[src/core/usb_ctl_pkg.sv]
// Shared constants and types for the USB control, address and frame registers.
// Assumes a 100 MHz module clock and a plain byte-addressed register port.
package usb_ctl_pkg;
	// Register byte addresses.
	localparam logic [7:0] ADDR_CONTROL     = 8'h00;
	localparam logic [7:0] ADDR_DEV_ADDRESS = 8'h04;
	localparam logic [7:0] ADDR_FRAME_LOW   = 8'h08;
	localparam logic [7:0] ADDR_FRAME_HIGH  = 8'h0C;
	// Control bit positions.
	localparam int BIT_ENABLE   = 0;
	localparam int BIT_PPRESET  = 1;
	localparam int BIT_RESUME   = 2;
	localparam int BIT_HOST     = 3;
	localparam int BIT_BUSY     = 5;
	// Address register field positions.
	localparam int BIT_LOWSPEED = 7;
	localparam int ADDR_W       = 7;
	// Frame number split.
	localparam int FRAME_W      = 11;
	localparam int FRAME_LOW_W  = 8;
	localparam int FRAME_HIGH_W = 3;
	// Reset values.
	localparam logic [31:0] RESET_WORD = 32'h0000_0000;
	// Timing: SOF interval and clock period.
	localparam int CLK_PERIOD_NS  = 10;
	localparam int SOF_PERIOD_US  = 1000;
	localparam int SOF_CYCLES     = (SOF_PERIOD_US * 1000) / CLK_PERIOD_NS;
	// Length of the low-speed end-of-packet after resume, in cycles.
	localparam int EOP_CYCLES     = 4;
	// Register port request carried as one bundle.
	typedef struct packed {
		logic [7:0]  addr;
		logic [31:0] wdata;
		logic        wr;
		logic        rd;
	} reg_req_t;
endpackage : usb_ctl_pkg

[src/core/sof_timer.sv]
// Start-of-frame interval timer for the host role.
// Assumes the caller clears it through clr whenever host logic is reset.
`timescale 1ns/100ps
`default_nettype none
module sof_timer
	import usb_ctl_pkg::*;
#(
	parameter int PERIOD = SOF_CYCLES
) (
	input  wire logic clk,
	input  wire logic rst_n,
	input  wire logic run,
	input  wire logic clr,
	output logic      tick
);
	// Cycle counter within the current frame.
	logic [$clog2(PERIOD)-1:0] cnt_q;

	// Counts while running and pulses tick once per period.
	always_ff @(posedge clk or negedge rst_n) begin
		if (!rst_n) begin
			cnt_q <= '0;
			tick  <= 1'b0;
		end else if (clr || !run) begin
			// Stopped timers restart a full period later.
			cnt_q <= '0;
			tick  <= 1'b0;
		end else if (cnt_q == ($clog2(PERIOD))'(PERIOD - 1)) begin
			cnt_q <= '0;
			tick  <= 1'b1;
		end else begin
			cnt_q <= cnt_q + 1'b1;
			tick  <= 1'b0;
		end
	end
endmodule // sof_timer
`default_nettype wire

[src/core/usb_ctl_regs.sv]
// Control, address and frame-number registers of a dual-role USB controller.
// Assumes the packet engine reports tokens, SOF reception and the frame number.
`timescale 1ns/100ps
`default_nettype none
module usb_ctl_regs
	import usb_ctl_pkg::*;
#(
	parameter int SOF_PERIOD = SOF_CYCLES
) (
	input  wire logic               clk,
	input  wire logic               nrst,
	input  wire logic [7:0]         addr,
	input  wire logic [31:0]        wdata,
	input  wire logic               wr,
	input  wire logic               rd,
	output logic [31:0]             rdata,
	input  wire logic               token_start,
	input  wire logic               token_done,
	input  wire logic               sof_received,
	input  wire logic [FRAME_W-1:0] frame_in,
	output logic                    module_enable,
	output logic                    frame_start_enable,
	output logic                    host_role_enable,
	output logic                    resume_active,
	output logic                    pingpong_pointer_reset,
	output logic                    host_logic_reset,
	output logic                    sof_send,
	output logic                    lowspeed_eop,
	output logic                    low_speed_select,
	output logic [ADDR_W-1:0]       device_address_field
);
	// Reset synchroniser stages.
	logic rst_meta_q;
	logic rst_n;
	// Stored control bits.
	logic en_q;
	logic resume_q;
	logic host_q;
	logic busy_q;
	// Address register fields.
	logic              ls_q;
	logic [ADDR_W-1:0] dev_q;
	// Latched frame number.
	logic [FRAME_W-1:0] frame_q;
	// Low-speed EOP cycle counter.
	logic [$clog2(EOP_CYCLES+1)-1:0] eop_cnt_q;
	// Request bundle and decoded write strobes.
	reg_req_t req;
	logic     wr_ctl;
	logic     wr_adr;
	logic     sof_tick;
	logic     host_toggle;

	// Returns true when a write hits the given address.
	function automatic logic hit(input reg_req_t r, input logic [7:0] a);
		return r.wr && (r.addr == a);
	endfunction

	// Bundles the port signals and decodes writes.
	always_comb begin
		req.addr    = addr;
		req.wdata   = wdata;
		req.wr      = wr;
		req.rd      = rd;
		wr_ctl      = hit(req, ADDR_CONTROL);
		wr_adr      = hit(req, ADDR_DEV_ADDRESS);
		host_toggle = wr_ctl && (wdata[BIT_HOST] != host_q);
	end

	// Releases the asynchronous reset through two flip-flops.
	always_ff @(posedge clk or negedge nrst) begin
		if (!nrst) begin
			rst_meta_q <= 1'b0;
			rst_n      <= 1'b0;
		end else begin
			// Shift a one through both stages before the release.
			rst_meta_q <= 1'b1;
			rst_n      <= rst_meta_q;
		end
	end

	// Control register storage.
	always_ff @(posedge clk or negedge rst_n) begin
		if (!rst_n) begin
			// All control bits are clear after reset.
			en_q     <= 1'b0;
			resume_q <= 1'b0;
			host_q   <= 1'b0;
		end else if (wr_ctl) begin
			en_q     <= wdata[BIT_ENABLE];
			// Resume level follows software; its timing is up to software.
			resume_q <= wdata[BIT_RESUME];
			host_q   <= wdata[BIT_HOST];
		end
	end

	// Ping-pong reset and host reset pulses.
	always_ff @(posedge clk or negedge rst_n) begin
		if (!rst_n) begin
			// No pulses leave the block during reset.
			pingpong_pointer_reset <= 1'b0;
			host_logic_reset       <= 1'b0;
		end else begin
			// one-cycle pointer reset on a written one.
			pingpong_pointer_reset <= wr_ctl && wdata[BIT_PPRESET];
			// any toggle of host enable resets host logic.
			host_logic_reset       <= host_toggle;
		end
	end

	// Token busy flag, set wins over token done; a host toggle clear wins over set.
	always_ff @(posedge clk or negedge rst_n) begin
		if (!rst_n) begin
			// No token is in progress after reset.
			busy_q <= 1'b0;
		end else if (host_toggle) begin
			// host reset drops an active token.
			busy_q <= 1'b0;
		end else if (host_q && token_start) begin
			busy_q <= 1'b1;
		end else if (token_done) begin
			// The engine has finished the token.
			busy_q <= 1'b0;
		end
	end

	// Address register storage.
	always_ff @(posedge clk or negedge rst_n) begin
		if (!rst_n) begin
			// Address zero at full speed after reset.
			ls_q  <= 1'b0;
			dev_q <= '0;
		end else if (wr_adr) begin
			ls_q  <= wdata[BIT_LOWSPEED];
			dev_q <= wdata[ADDR_W-1:0];
		end
	end

	// Frame number latch; register writes never reach it.
	always_ff @(posedge clk or negedge rst_n) begin
		if (!rst_n) begin
			// Frame number reads zero until the first SOF.
			frame_q <= '0;
		end else if (sof_received) begin
			frame_q <= frame_in;
		end
	end

	// SOF interval timer.
	sof_timer #(
		.PERIOD (SOF_PERIOD)
	) u_sof (
		.clk   (clk),
		.rst_n (rst_n),
		.run   (host_q && en_q),
		.clr   (host_toggle),
		.tick  (sof_tick)
	);

	// Low-speed EOP after resume is cleared in host role.
	always_ff @(posedge clk or negedge rst_n) begin
		if (!rst_n) begin
			// No EOP is pending after reset.
			eop_cnt_q <= '0;
		end else if (host_toggle) begin
			eop_cnt_q <= '0;
		end else if (wr_ctl && resume_q && !wdata[BIT_RESUME] && host_q) begin
			eop_cnt_q <= ($bits(eop_cnt_q))'(EOP_CYCLES);
		end else if (eop_cnt_q != '0) begin
			// One more EOP cycle has elapsed.
			eop_cnt_q <= eop_cnt_q - 1'b1;
		end
	end

	// Registered role outputs.
	always_ff @(posedge clk or negedge rst_n) begin
		if (!rst_n) begin
			// All role outputs stay low during reset.
			module_enable        <= 1'b0;
			frame_start_enable   <= 1'b0;
			host_role_enable     <= 1'b0;
			resume_active        <= 1'b0;
			sof_send             <= 1'b0;
			lowspeed_eop         <= 1'b0;
			low_speed_select     <= 1'b0;
			device_address_field <= '0;
		end else begin
			// bit 0 is module enable in device role.
			module_enable        <= en_q && !host_q;
			// bit 0 is SOF enable in host role.
			frame_start_enable   <= en_q && host_q;
			host_role_enable     <= host_q;
			resume_active        <= resume_q;
			sof_send             <= sof_tick && host_q && en_q;
			lowspeed_eop         <= eop_cnt_q != '0;
			low_speed_select     <= ls_q;
			device_address_field <= dev_q;
		end
	end

	// Read data, valid the cycle after the read strobe.
	always_ff @(posedge clk or negedge rst_n) begin
		if (!rst_n) begin
			// Read data idle at zero during reset.
			rdata <= RESET_WORD;
		end else begin
			// Unselected bits and idle cycles read zero.
			rdata <= RESET_WORD;
			if (req.rd) begin
				case (req.addr)
					ADDR_CONTROL: begin
						rdata[BIT_ENABLE] <= en_q;
						rdata[BIT_RESUME] <= resume_q;
						rdata[BIT_HOST]   <= host_q;
						rdata[BIT_BUSY]   <= busy_q && host_q;
					end
					ADDR_DEV_ADDRESS: begin
						rdata[BIT_LOWSPEED]  <= ls_q;
						rdata[ADDR_W-1:0]    <= dev_q;
					end
					ADDR_FRAME_LOW: begin
						rdata[FRAME_LOW_W-1:0] <= frame_q[FRAME_LOW_W-1:0];
					end
					ADDR_FRAME_HIGH: begin
						// frame bits 10-8; upper bits zero.
						rdata[FRAME_HIGH_W-1:0] <= frame_q[FRAME_W-1:FRAME_LOW_W];
					end
					default: begin
						// Unmapped addresses read zero.
						rdata <= RESET_WORD;
					end
				endcase
			end
		end
	end

	// Ping-pong reset follows a written one by one cycle.
	ppreset_a: assert property (@(posedge clk) disable iff (!rst_n)
		(wr_ctl && wdata[BIT_PPRESET]) |=> pingpong_pointer_reset)
		else $error("pointer reset missing");
	// Module enable tracks bit 0 outside host role.
	modenable_a: assert property (@(posedge clk) disable iff (!rst_n)
		(wr_ctl && !wdata[BIT_HOST]) |=> ##1 (module_enable == $past(wdata[BIT_ENABLE], 2)))
		else $error("module enable wrong");
	// No SOF without host role and enable.
	sofgate_a: assert property (@(posedge clk) disable iff (!rst_n)
		sof_send |-> $past(host_q && en_q))
		else $error("SOF sent while disabled");
	// Host toggle pulses the host reset.
	hostrst_a: assert property (@(posedge clk) disable iff (!rst_n)
		host_toggle |=> (host_logic_reset && !busy_q))
		else $error("host reset missing");
	// Resume clear in host starts EOP.
	eopstart_a: assert property (@(posedge clk) disable iff (!rst_n)
		(wr_ctl && resume_q && !wdata[BIT_RESUME] && host_q) |=> ##1 lowspeed_eop[*4])
		else $error("low-speed EOP wrong");
	// Address write appears on outputs two cycles later.
	addrout_a: assert property (@(posedge clk) disable iff (!rst_n)
		wr_adr |=> ##1 (device_address_field == $past(wdata[ADDR_W-1:0], 2)
			&& low_speed_select == $past(wdata[BIT_LOWSPEED], 2)))
		else $error("address output wrong");
	// Frame latches on SOF only.
	framehold_a: assert property (@(posedge clk) disable iff (!rst_n)
		!$past(sof_received) |-> $stable(frame_q))
		else $error("frame changed without SOF");
	// Frame high read keeps upper bits zero.
	framehigh_a: assert property (@(posedge clk) disable iff (!rst_n)
		(rd && addr == ADDR_FRAME_HIGH) |=> (rdata[31:FRAME_HIGH_W] == '0))
		else $error("frame high upper bits set");
	// Busy set by token start in host role.
	busyset_a: assert property (@(posedge clk) disable iff (!rst_n)
		(host_q && token_start && !host_toggle) |=> busy_q)
		else $error("busy not set");

	// A written zero on the pointer reset bit gives no pulse.
	ppkeep_a: assert property (@(posedge clk) disable iff (!rst_n)
		(wr_ctl && !wdata[BIT_PPRESET]) |=> !pingpong_pointer_reset)
		else $error("pointer reset without request");
	// Host enable reaches its output two cycles after the write.
	hostout_a: assert property (@(posedge clk) disable iff (!rst_n)
		wr_ctl |=> ##1 (host_role_enable == $past(wdata[BIT_HOST], 2)))
		else $error("host enable output wrong");
	// The SOF timer stays silent unless host role and enable are both set.
	sofstop_a: assert property (@(posedge clk) disable iff (!rst_n)
		!(host_q && en_q) |=> !sof_tick)
		else $error("SOF timer ticked while stopped");
	// A host enable toggle also aborts a running EOP.
	eopabort_a: assert property (@(posedge clk) disable iff (!rst_n)
		host_toggle |=> (eop_cnt_q == '0))
		else $error("EOP survived host reset");
	// Token completion clears busy unless a new token starts.
	busyclr_a: assert property (@(posedge clk) disable iff (!rst_n)
		(token_done && !token_start && !host_toggle) |=> !busy_q)
		else $error("busy not cleared");
	// SOF reception latches the frame number presented with it.
	framelatch_a: assert property (@(posedge clk) disable iff (!rst_n)
		sof_received |=> (frame_q == $past(frame_in)))
		else $error("frame number not latched");
	// Frame low read returns the low frame bits and zero above them.
	framelow_a: assert property (@(posedge clk) disable iff (!rst_n)
		(rd && addr == ADDR_FRAME_LOW) |=> (rdata[31:FRAME_LOW_W] == '0
			&& rdata[FRAME_LOW_W-1:0] == $past(frame_q[FRAME_LOW_W-1:0])))
		else $error("frame low read wrong");
	// Frame high read returns the three upper frame bits.
	framehighval_a: assert property (@(posedge clk) disable iff (!rst_n)
		(rd && addr == ADDR_FRAME_HIGH) |=>
			(rdata[FRAME_HIGH_W-1:0] == $past(frame_q[FRAME_W-1:FRAME_LOW_W])))
		else $error("frame high read wrong");
	// Address read returns the stored device address.
	devread_a: assert property (@(posedge clk) disable iff (!rst_n)
		(rd && addr == ADDR_DEV_ADDRESS) |=> (rdata[ADDR_W-1:0] == $past(dev_q)))
		else $error("device address read wrong");

	sofseen_c: cover property (@(posedge clk) disable iff (!rst_n) sof_send);
	eopseen_c: cover property (@(posedge clk) disable iff (!rst_n) $rose(lowspeed_eop));
	framelatch_c: cover property (@(posedge clk) disable iff (!rst_n) sof_received);
	hostflip_c: cover property (@(posedge clk) disable iff (!rst_n) host_logic_reset);
	busydone_c: cover property (@(posedge clk) disable iff (!rst_n) $fell(busy_q));
endmodule // usb_ctl_regs
`default_nettype wire

[config.mk]
export PLATFORM = sky130hd
export DESIGN_NAME = usb_ctl_regs
export DESIGN_NICKNAME = d
export VERILOG_FILES = /design/src/core/usb_ctl_pkg.sv /design/src/core/sof_timer.sv /design/src/core/usb_ctl_regs.sv
export SDC_FILE = /design/constraint.sdc
export NUM_CORES = 1
export LEC_CHECK = 0
export BUFFER_PORTS_ARGS = -buffer_cell sky130_fd_sc_hd__buf_2
export CAP_MARGIN = 20
export CORE_MARGIN = 2
export CORE_UTILIZATION = 50
export CTS_CLUSTER_SIZE = 12
export DETAILED_ROUTE_END_ITERATION = 10
export PLACE_DENSITY = 0.8
export SYNTH_ARGS = -nofsm -noshare
export SYNTH_HDL_FRONTEND = slang
export SYNTH_SLANG_ARGS = --single-unit
export TNS_END_PERCENT = 10
[constraint.sdc]
create_clock -name clk -period 2.6 [get_ports clk]
set_input_delay 0.13 -clock clk [delete_from_list [all_inputs] [get_ports clk]]
set_output_delay 0.13 -clock clk [all_outputs]
set_load 0.02 [all_outputs]
==> flow_metrics.tcl <==
set metrics [dict create \
    status "finished, final reports clean" \
    hold_viol_final 0 \
    rows 28 \
    cts.reportedPaths.clkPinSlew_ns 0.07 \
    timing.final.max_slew_violations 0 \
    number_of_clock_sinks 70 \
    cts-resized-gates 0 \
    critical_path.cell_chain "ha_1 -> and4_1 -> nand4_1 -> nand3_1 -> a21oi_1" \
    detailedPlace.worstSlack_ns 0.688 \
    maxCapViolCount 0 \
    number_of_ports_placed_on_the_die_boundary 106 \
    number_of_enable_type_register_cells_in_the_synthesized_netlist 0 \
    viasPerCell 5.04 \
    floorplan.die.width_um 82.2 \
    holdWs_ns 0.0100 \
    setup_repair_after_global_routing_missed_its_margin "no" \
    vias 2051 \
    max_freq_mhz 528 \
    post-cts-setup-buffers 0 \
    dr.first_iter.drc_count 90 \
    count_of_hold_fix_buffers_inserted_at_cts 6 \
    worst_setup_path_start_kind "flop" \
    final_cell_area_excluding_filler_cells_um2 3620 \
    die_height_um 82.2 \
    timing.critical_path.arrival_ns 2.14 \
    worstMarginPinSlew_ns 0.724 \
    fp.dieArea_um2 6750 \
    asyncSetResetFlopFracSynth_pct 100 \
    timing.final.crit_share_pct 72.8 \
    cp-end-kind "flop" \
    synth_top_flop_cell "sky130_fd_sc_hd__dfrtp_1" \
    netlist_instances 256 \
    vdd_drop_max_mv 0.340 \
    cts-buffers-inserted 9 \
    final_common_cell "sky130_fd_sc_hd__dfrtp_1" \
    setup_tns_ns 0 \
    drtPass1Iterations 4 \
    clock-skew-final_ns 0.00595 \
    number_of_antenna_violations_at_the_first_check_in_global_routing 0 \
    clk_path_buf_depth 2 \
    io_buffer_count 57 \
    synth-seq-area-share_pct 57.4 \
    layout.filler_cells 484 \
    post_synth_instance_area_um2 3050 \
    wl_per_cell_um 13.9 \
    timing_worst_setup_path_type "flop to flop" \
    clock_root_cell "sky130_fd_sc_hd__clkbuf_8" \
    yosys_warnings 0 \
    ys_types 40 \
    tritoncts "yes" \
    antenna_cells_inserted 0 \
    postPlaceCellArea_um2 3360 \
    cts-htree-levels 3 \
    grt_pass1_vias 1848 \
    gr-usage-all-layers_pct 17.9 \
    final_net_count 388 \
    grt_overflow 0 \
    post-dp-hpwl_um 4140 \
    post_synth.cell_area_avg_um2 11.9 \
    clock_insertion_delay_worst_skew_ns 0.34 \
    routed_wl_um 5660 \
    static-leakage-power_uw 0.00173 \
    worstPathMaxFanout 16 \
    worst_slack_ns 0.707 \
    grt_start_max_net_pins 37 \
    final_period_minus_worst_setup_slack_ns 1.89 \
    postSynthRegisterBits 70 \
    route.detailed.drc 0 \
    worst_min_delay_path_class "input pin to flop" \
    area_of_the_core_region_um2 5920 \
    weighted_congestion_reported_at_the_end_of_routability_driven_placement 0.885 \
    setup_viol_count_final 0 \
    initial_utilization_pct 51.6 \
    critical-path-max-stage-delay_ns 0.47 \
    flow.area_growth_from_synthesis_pct 18.7 \
    grt_pass1_wl_um 8740 \
    relSlewSlack_pct 51.8 \
    required_time_reported_for_the_critical_path_endpoint_ns 2.85 \
    layout.cells.most_common_list "sky130_fd_sc_hd__dfrtp_1 (69), sky130_fd_sc_hd__buf_2 (57), sky130_fd_sc_hd__nor2_1 (31), sky130_fd_sc_hd__conb_1 (25), sky130_fd_sc_hd__mux2_1 (18)" \
    fraction_of_final_layout_cells_sized_beyond_drive_strength_1_pct 26.5 \
    antenna_left 0 \
    p_per_area_nw_per_um2 656 \
    cpMaxStageDelayCell "sky130_fd_sc_hd__nand3_1" \
]
[cell type report]
class	instances	area, um^2	share of cell area, %
repair buffers	66	380	10.5
well taps	75	93.8	2.59
flip-flops and latches	70	1750	48.4
multi-input cells	175	1170	32.3
inverters	5	18.8	0.518
clock inverters	5	57.6	1.59
clock buffers	11	151	4.18
[per-layer routing]
layer	vias up	share of wire [%]	GRT usage (%)
met3	12	5.4	3.04
met5	-	0	0
li1	974	-	-
met2	73	47	25.9
met1	992	45	25.1
met4	0	2.8	11.5
[through the flow]
step | instances | power [uW] | utilization (%)
after global routing | 407 | 2480 | 61.2
after CTS | 407 | 2390 | 61.2
final | 407 | 2380 | 61.2
after floorplan | 279 | 1440 | -
after global placement | 385 | 1480 | 56.7
after detailed placement | 385 | 1500 | 56.7
[synth_stat cells (2+ instances only)]
cell / instances / area share, %
sky130_fd_sc_hd__nand2b_1: 4 / 0.82
sky130_fd_sc_hd__nor3_1: 3 / 0.49
sky130_fd_sc_hd__nand3_1: 8 / 1.3
sky130_fd_sc_hd__and2_1: 2 / 0.41
sky130_fd_sc_hd__conb_1: 2 / 0.25
sky130_fd_sc_hd__nand4_1: 6 / 1.2
sky130_fd_sc_hd__a2bb2oi_1: 2 / 0.57
sky130_fd_sc_hd__a21oi_1: 6 / 0.98
sky130_fd_sc_hd__buf_4: 24 / 5.9
sky130_fd_sc_hd__or3_1: 3 / 0.61
sky130_fd_sc_hd__nor2_1: 31 / 3.8
sky130_fd_sc_hd__dfrtp_1: 70 / 57
sky130_fd_sc_hd__o21ai_1: 3 / 0.49
sky130_fd_sc_hd__nand2_1: 9 / 1.1
sky130_fd_sc_hd__ha_1: 3 / 1.2
sky130_fd_sc_hd__nor2b_1: 8 / 1.6
sky130_fd_sc_hd__mux2_2: 5 / 1.8
sky130_fd_sc_hd__xor2_1: 5 / 1.4
sky130_fd_sc_hd__a22oi_1: 5 / 1.2
sky130_fd_sc_hd__mux4_2: 2 / 1.5
sky130_fd_sc_hd__xnor2_1: 9 / 2.6
sky130_fd_sc_hd__clkbuf_1: 4 / 0.49
sky130_fd_sc_hd__nor4_1: 3 / 0.61
sky130_fd_sc_hd__inv_1: 5 / 0.61
sky130_fd_sc_hd__nor4b_1: 2 / 0.57
sky130_fd_sc_hd__mux2_1: 18 / 6.6
[kinds of logic (layout without fill, tap and decap cells)]
family,after synthesis,count (layout),share of synthesized area (%)
other,2,25,0.246
buffers and inverters,34,87,7.17
AO/OA/AOI/OAI,20,20,4.26
adder cells (fa/ha/maj),3,3,1.23
flip-flops,70,70,57.4
XOR/XNOR,14,14,4.01
multiplexers,25,25,9.95
AND/OR/NAND/NOR,88,88,15.8
[final timing paths]
kind | startpoint | end | slack [ns] | depth (start not counted)
min in group asynchronous | nrst | rst_n | 0.09 | 2
worst max register to register | u_sof.cnt_q[0] | u_sof.cnt_q[15] | 0.71 | 5
worst max-delay path | u_sof.cnt_q[0] | u_sof.cnt_q[15] | 0.71 | 5
worst min-delay path | wdata[6] | dev_q[6] | 0.01 | 2
worst min register to register | rst_n | device_address_field[0] | 0.33 | 0
max in group asynchronous | rst_n | host_logic_reset | 1.64 | 1
[critical path, delay by kind of cell, from the launching register on]
kind / cells / cell delay, ns
AOI/OAI and AO/OA: 1 / 0.27
and+or+nand+nor: 3 / 0.86
adders and majority gates: 1 / 0.26
DFF: 1 / 0.41
[power breakdown]
part / leakage (uW) / switching, uW / internal, uW
registers: 0.000932 / 45.5 / 1160
logic: 0.000705 / 158 / 124
clock network: 0.0000976 / 399 / 493
total: 0.00173 / 603 / 1770
[sequential cells by signal (all words and copies together) (netlist names), 3 cells and up]
register              count
u_sof.cnt_q              17
frame_q                  11
rdata                     8
dev_q                     7
device_address_field      7
eop_cnt_q                 3
(Power assumes the default switching activity.)
